`src/rtl/adcc_pkg.sv`:
```
// constants and carriers shared by the converter control block
`default_nettype none
package adcc_pkg;
   // ------------------------------------------------------------
   // register offsets
   // ------------------------------------------------------------
   localparam logic [7:0] ADDR_CTRL_A = 8'h0e;
   localparam logic [7:0] ADDR_CTRL_B = 8'h0f;
   localparam logic [7:0] ADDR_RES_HI = 8'h20;
   localparam logic [7:0] ADDR_RES_LO = 8'h21;
   // ------------------------------------------------------------
   // reset values and codes
   // ------------------------------------------------------------
   localparam logic [7:0] CTRL_A_RESET = 8'h10;
   localparam logic [5:0] CTRL_B_RESET = 6'h10;
   localparam logic [9:0] RESULT_RESET = 10'h000;
   localparam logic [1:0] MODE_OFF = 2'h0;
   localparam logic [1:0] MODE_SINGLE = 2'h1;
   localparam logic [1:0] MODE_RSVD = 2'h2;
   localparam logic [1:0] MODE_REPEAT = 2'h3;
   localparam logic [3:0] CHAN_LAST = 4'h5;
   localparam int NUM_CHAN = 6;
   // ------------------------------------------------------------
   // conversion time codes and lengths in fc cycles
   // ------------------------------------------------------------
   localparam logic [2:0] ACK_78 = 3'h2;
   localparam logic [2:0] ACK_156 = 3'h3;
   localparam logic [2:0] ACK_312 = 3'h4;
   localparam logic [2:0] ACK_624 = 3'h5;
   localparam logic [2:0] ACK_1248 = 3'h6;
   localparam logic [10:0] CYC_78 = 11'h04e;
   localparam logic [10:0] CYC_156 = 11'h09c;
   localparam logic [10:0] CYC_312 = 11'h138;
   localparam logic [10:0] CYC_624 = 11'h270;
   localparam logic [10:0] CYC_1248 = 11'h4e0;
   // ------------------------------------------------------------
   // register carriers
   // ------------------------------------------------------------
   typedef struct packed {
      logic start;
      logic [1:0] mode;
      logic gate;
      logic [3:0] chan;
   } adcc_ctrl_a_s;
   typedef struct packed {
      logic ladder;
      logic fixed_one;
      logic [2:0] ack;
      logic fixed_zero;
   } adcc_ctrl_b_s;
   typedef struct packed {
      logic [1:0] res_lo;
      logic eoc;
      logic busy;
      logic [3:0] unused;
   } adcc_stat_s;
   function automatic logic [10:0] adcc_conv_len(input logic [2:0] ack);
      logic [10:0] len;
      len = CYC_78;
      unique case (ack)
         ACK_156: len = CYC_156;
         ACK_312: len = CYC_312;
         ACK_624: len = CYC_624;
         ACK_1248: len = CYC_1248;
         default: len = CYC_78;
      endcase
      return len;
   endfunction
endpackage
`default_nettype wire

```
`src/rtl/adcc_ctrl.sv`:
```
// control and register logic of the 10-bit successive approximation converter
`default_nettype none
module adcc_ctrl
   import adcc_pkg::*;
(
   input wire logic clk,
   input wire logic arst_n,
   input wire logic stop_mode,
   input wire logic [7:0] addr,
   input wire logic [7:0] wdata,
   input wire logic wr,
   input wire logic rd,
   output logic [7:0] rdata,
   input wire logic [9:0] conv_result,
   output logic [NUM_CHAN-1:0] ain_sel,
   output logic ladder_on,
   output logic conv_busy_flag,
   output logic conv_end_flag,
   output logic conv_done_irq
);
   // ------------------------------------------------------------
   // registers and decode
   // ------------------------------------------------------------
   adcc_ctrl_a_s adc_control_a;
   adcc_ctrl_b_s adc_control_b;
   logic [9:0] result;
   logic [10:0] cnt;
   logic mode_run;
   logic start_go;
   logic done;
   logic wr_a;
   logic wr_b;
   logic rd_hi;

   assign wr_a = wr && (addr == ADDR_CTRL_A) && !stop_mode;
   assign wr_b = wr && (addr == ADDR_CTRL_B) && !stop_mode;
   assign rd_hi = rd && (addr == ADDR_RES_HI);
   assign mode_run = (adc_control_a.mode == MODE_SINGLE) ||
                     (adc_control_a.mode == MODE_REPEAT);
   assign start_go = adc_control_a.start && mode_run && !conv_busy_flag
                     && !stop_mode;
   assign done = conv_busy_flag && mode_run && !stop_mode &&
                 (cnt == 11'(adcc_conv_len(adc_control_b.ack) - 11'h001));

   // ------------------------------------------------------------
   // control register a
   // ------------------------------------------------------------
   always_ff @(posedge clk or negedge arst_n) begin
      if (!arst_n) begin
         adc_control_a <= CTRL_A_RESET;
      end else if (stop_mode) begin
         adc_control_a <= CTRL_A_RESET;
      end else if (wr_a) begin
         adc_control_a <= wdata;
      end else if (adc_control_a.start) begin
         adc_control_a.start <= 1'b0;
      end
   end

   // ------------------------------------------------------------
   // control register b
   // ------------------------------------------------------------
   always_ff @(posedge clk or negedge arst_n) begin
      if (!arst_n) begin
         adc_control_b <= CTRL_B_RESET;
      end else if (stop_mode) begin
         adc_control_b <= CTRL_B_RESET;
      end else if (wr_b) begin
         adc_control_b <= wdata[5:0];
      end
   end

   // ------------------------------------------------------------
   // conversion sequencer
   // ------------------------------------------------------------
   always_ff @(posedge clk or negedge arst_n) begin
      if (!arst_n) begin
         conv_busy_flag <= 1'b0;
         cnt <= 11'h000;
      end else if (stop_mode) begin
         conv_busy_flag <= 1'b0;
         cnt <= 11'h000;
      end else if (conv_busy_flag && !mode_run) begin
         conv_busy_flag <= 1'b0;
         cnt <= 11'h000;
      end else if (start_go) begin
         conv_busy_flag <= 1'b1;
         cnt <= 11'h000;
      end else if (done) begin
         conv_busy_flag <= (adc_control_a.mode == MODE_REPEAT);
         cnt <= 11'h000;
      end else if (conv_busy_flag) begin
         cnt <= cnt + 11'h001;
      end
   end

   // ------------------------------------------------------------
   // result, end flag and completion pulse
   // ------------------------------------------------------------
   always_ff @(posedge clk or negedge arst_n) begin
      if (!arst_n) begin
         result <= RESULT_RESET;
      end else if (stop_mode) begin
         result <= RESULT_RESET;
      end else if (done) begin
         result <= conv_result;
      end
   end

   always_ff @(posedge clk or negedge arst_n) begin
      if (!arst_n) begin
         conv_end_flag <= 1'b0;
      end else if (stop_mode) begin
         conv_end_flag <= 1'b0;
      end else if (done) begin
         conv_end_flag <= 1'b1;
      end else if (start_go || rd_hi) begin
         conv_end_flag <= 1'b0;
      end
   end

   always_ff @(posedge clk or negedge arst_n) begin
      if (!arst_n) begin
         conv_done_irq <= 1'b0;
      end else begin
         conv_done_irq <= done;
      end
   end

   // ------------------------------------------------------------
   // analog side controls
   // ------------------------------------------------------------
   always_ff @(posedge clk or negedge arst_n) begin
      if (!arst_n) begin
         ladder_on <= 1'b0;
      end else begin
         ladder_on <= !stop_mode &&
                      (adc_control_b.ladder || conv_busy_flag || start_go);
      end
   end

   for (genvar i = 0; i < NUM_CHAN; i++) begin : g_sel
      always_ff @(posedge clk or negedge arst_n) begin
         if (!arst_n) begin
            ain_sel[i] <= 1'b0;
         end else begin
            ain_sel[i] <= !stop_mode && !adc_control_a.gate &&
                          (adc_control_a.chan == 4'(i));
         end
      end
   end

   // ------------------------------------------------------------
   // read port
   // ------------------------------------------------------------
   always_ff @(posedge clk or negedge arst_n) begin
      if (!arst_n) begin
         rdata <= 8'h00;
      end else if (rd) begin
         unique case (addr)
            ADDR_CTRL_A: rdata <= adc_control_a;
            ADDR_CTRL_B: rdata <= {2'b00, adc_control_b};
            ADDR_RES_HI: rdata <= result[9:2];
            ADDR_RES_LO: rdata <= adcc_stat_s'({result[1:0], conv_end_flag,
                                                conv_busy_flag, 4'h0});
            default: rdata <= 8'h00;
         endcase
      end else begin
         rdata <= 8'h00;
      end
   end

   // ------------------------------------------------------------
   // checks
   // ------------------------------------------------------------
   logic [10:0] span;
   logic repeat_seen;

   always_ff @(posedge clk or negedge arst_n) begin
      if (!arst_n) begin
         span <= 11'h000;
      end else if (start_go || done) begin
         span <= 11'h000;
      end else if (conv_busy_flag) begin
         span <= span + 11'h001;
      end
   end

   always_ff @(posedge clk or negedge arst_n) begin
      if (!arst_n) begin
         repeat_seen <= 1'b0;
      end else if (!conv_busy_flag) begin
         repeat_seen <= 1'b0;
      end else if (done && adc_control_a.mode == MODE_REPEAT) begin
         repeat_seen <= 1'b1;
      end
   end
endmodule
`default_nettype wire

```
`config.mk`:
```
export PLATFORM = sky130hd
export DESIGN_NAME = adcc_ctrl
export DESIGN_NICKNAME = d
export VERILOG_FILES = /design/src/rtl/adcc_pkg.sv /design/src/rtl/adcc_ctrl.sv
export SDC_FILE = /design/constraint.sdc
export NUM_CORES = 1
export LEC_CHECK = 0
export ABC_AREA = 1
export BUFFER_PORTS_ARGS = -buffer_cell sky130_fd_sc_hd__buf_2
export CAP_MARGIN = 30
export CORE_MARGIN = 2
export CORE_UTILIZATION = 25
export CTS_CLUSTER_SIZE = 25
export DETAILED_ROUTE_END_ITERATION = 8
export RECOVER_POWER = 50
export SYNTH_ARGS = -nofsm -noshare
export SYNTH_HDL_FRONTEND = slang
export SYNTH_SLANG_ARGS = --single-unit
```
`constraint.sdc`:
```
create_clock -name clk -period 2.22 [get_ports clk]
set_input_delay 0.666 -clock clk [delete_from_list [all_inputs] [get_ports clk]]
set_output_delay 0.666 -clock clk [all_outputs]
set_load 0.01 [all_outputs]
```
==> results.sh <==
export IMPL_syn_inst=363
export IMPL_period_needed_ns=2.00
export IMPL_drive_gt1_frac=0.216
export IMPL_max_cap_violations=0
export IMPL_wirelength_um=6970
export IMPL_hold_path_cell_count=1
export IMPL_grt_busiest_layer="met2"
export IMPL_clk_latency_ns=0.30
export IMPL_finalInstanceArea_sq_um=3370
export IMPL_die_w_um=110
export IMPL_grt_pass1_wl_um=11900
export IMPL_grt_pass1_vias=2504
export IMPL_antenna_cells=0
export IMPL_ant_nets=0
export IMPL_cts_sinks=53
export IMPL_hold_viol_final=0
export IMPL_layout_worst_path_cycle_share=0.903
export IMPL_hp_class="flop to flop"
export IMPL_relSlewSlack=0.139
export IMPL_hold_buffers=0
export IMPL_arrival_ns=2.20
export IMPL_status="completed"
export IMPL_die_h_um=110
export IMPL_worst_hold_slack_ns=0.482
export IMPL_h_tree_depth=2
export IMPL_path_clk_slew_ns=0.09
export IMPL_dieArea_sq_um=12000
export IMPL_synth_area_sq_um=2790
export IMPL_pin_count=49
export IMPL_grt_ovfl_total=0
export IMPL_cp_start_kind="flop"
export IMPL_end_kind="flop"
export IMPL_fp_coreArea_sq_um=10800
export IMPL_port_buffer_count=48
export IMPL_ys_types=35
export IMPL_drv_slew=0
export IMPL_grt_usage=0.126
export IMPL_drtIter0Drc=168
export IMPL_drc=0
export IMPL_rows=38
export IMPL_cts_root_buf="clkbuf_8"
export IMPL_dpl_cell_area_sq_um=3210
export IMPL_layout_common_cells="120 x nand2_1, 48 x dfrtp_1, 46 x buf_2"
export IMPL_utilization=0.311
export IMPL_grt_max_degree=33
export IMPL_cts_tree="done"
export IMPL_routedWlPerCell_um=12.4
export IMPL_hold_end="ain_sel[2]$_DFF_PN0_"
export IMPL_clockBufferDepth=2
export IMPL_syn_avg_cell_area_sq_um=7.68
export IMPL_min_from="adc_control_a[0]$_DFFE_PN0P_"
export IMPL_use_met3=0.0255
export IMPL_finalSetupViolations=0
export IMPL_cts_buffers=5
export IMPL_use_met2=0.202
export IMPL_seq_area_frac_synth=0.477
export IMPL_worstPathRequired_ns=2.41
export IMPL_clock_fmax_ghz=0.499
export IMPL_dp_hpwl_um=5280
export IMPL_r2r_slack_ns=0.22
export IMPL_routabilityCongestion=0.850
export IMPL_r2r_cells=15
export IMPL_skew_ns=0.0106
export IMPL_start_util=0.257
export IMPL_rr_endpoint="result[4]$_DFFE_PN0P_"
export IMPL_powerDensity_nw_per_um2=526
export IMPL_fin_nets=453
export IMPL_drtPass1Iterations=5
export IMPL_grt_use_met1=0.174
export IMPL_antenna_found_initial=0
export IMPL_synth_warning_count=0
export IMPL_ys_seq_elements=53
export IMPL_area_growth_pct=20.9
export IMPL_dr_total_vias=2520
export IMPL_critical_path_peak_fanout=9
export IMPL_synth_fp_nets=396
export IMPL_setup_tns_ns=0
export IMPL_ir_drop_uv=224
export IMPL_final_common_cell="nand2_1"
export IMPL_timing_rr_start="adc_control_b[1]$_DFFE_PN0P_"
export IMPL_tightest_slew_ns=1.29
export IMPL_p_leak_uw=0.00174
export IMPL_crit_type="flop to flop"
export IMPL_post_layout_total_power_uw=1770
export IMPL_vias_per_cell=4.49
-- layout make-up --
type                    instances  area [sq um]
well taps                     140           175
repair buffers                 64           369
flip-flops and latches         53          1330
multi-input cells             252          1240
fillers                      1157          7470
inverters                      44           170
clock buffers                   7          76.3
clock inverters                 1          5.00
-- worst max-delay path by stage --
| stage | from | to | slack, ns |
|---|---|---|---|
| after floorplan | adc_control_b[1]$_DFFE_PN0P_ | cnt[10]$_DFFE_PN0P_ | 0.28 |
| after global placement | addr[7] | rdata[3]$_DFF_PN0_ | 0.20 |
| after detailed placement | adc_control_b[3]$_DFFE_PN0P_ | cnt[7]$_DFFE_PN0P_ | 0.14 |
| after CTS | adc_control_b[3]$_DFFE_PN0P_ | cnt[7]$_DFFE_PN0P_ | 0.14 |
| after global routing | adc_control_b[1]$_DFFE_PN0P_ | result[4]$_DFFE_PN0P_ | -0.01 |
| final | adc_control_b[1]$_DFFE_PN0P_ | result[4]$_DFFE_PN0P_ | 0.22 |
-- cell families (layout without fill, tap and decap cells) --
kind of cell,Yosys count,in the layout,synth area share
AOI/OAI and AO/OA,38,38,0.0736
xor gates and xnor gates,9,9,0.0283
adders and majority gates,2,2,0.00898
buffers and inverters,58,116,0.0902
DFF,53,53,0.477
and+or+nand+nor,203,203,0.322
-- where the power goes --
group,switching (uW),internal (uW),total (uW)
sequential,32.6,995,1030
clock,298,222,520
combinational,143,82.0,225
-- state kept, by name (all words and copies together), names as in the netlist --
name            cells
adc_control_a       8
adc_control_b       6
ain_sel             6
cnt                11
conv_busy_flag      1
conv_done_irq       1
conv_end_flag       1
ladder_on           1
rdata               8
result             10
-- critical path, stage by stage (launching register included) --
cell	delay, ns
dfrtp_2	0.47
inv_2	0.09
nand3_2	0.08
nand2_2	0.10
ha_4	0.20
inv_2	0.04
nand2_1	0.04
nand2_1	0.06
nand2_1	0.05
nor2_1	0.09
nand3_1	0.09
nor2_2	0.15
nand3_4	0.15
buf_6	0.18
nand3_1	0.07
nand2_1	0.06
-- routing by layer --
layer	vias to the layer above	wire length [um]	part of all wire
li1	1268	-	-
met1	1185	3350	0.48
met2	60	3180	0.46
met3	7	367	0.053
met4	0	65	0.0093
met5	-	0	0
-- timing repair --
action                     in CTS  in global routing
buffers inserted                0                  4
gates resized for setup         0                 15
setup endpoints to repair       0                 21
-- metrics by stage --
stage | instances | worst slack [ns]
detailed placement | 548 | 0.144
global placement | 548 | 0.201
floorplan | 363 | 0.277
global route | 561 | -0.0139
finish | 561 | 0.216
CTS | 556 | 0.136
-- cell usage after synthesis, drive strengths merged --
library cell	instances	share of area
and3	1	0.0022
o21ai	25	0.045
inv	44	0.060
xnor2	1	0.0031
nor3b	1	0.0027
nand2	121	0.16
dfrtp	51	0.46
nor2	24	0.037
a41oi	2	0.0063
nor3	11	0.022
ha	2	0.0090
a211oi	1	0.0027
nor4	2	0.0045
nand3b	1	0.0027
xor2	8	0.025
buf	9	0.023
clkbuf	5	0.0072
nand3	28	0.057
dfstp	2	0.019
a21oi	8	0.014
or2	2	0.0045
nand4	12	0.027
o211ai	2	0.0054
Note: power is estimated with default switching activity, not from simulation.
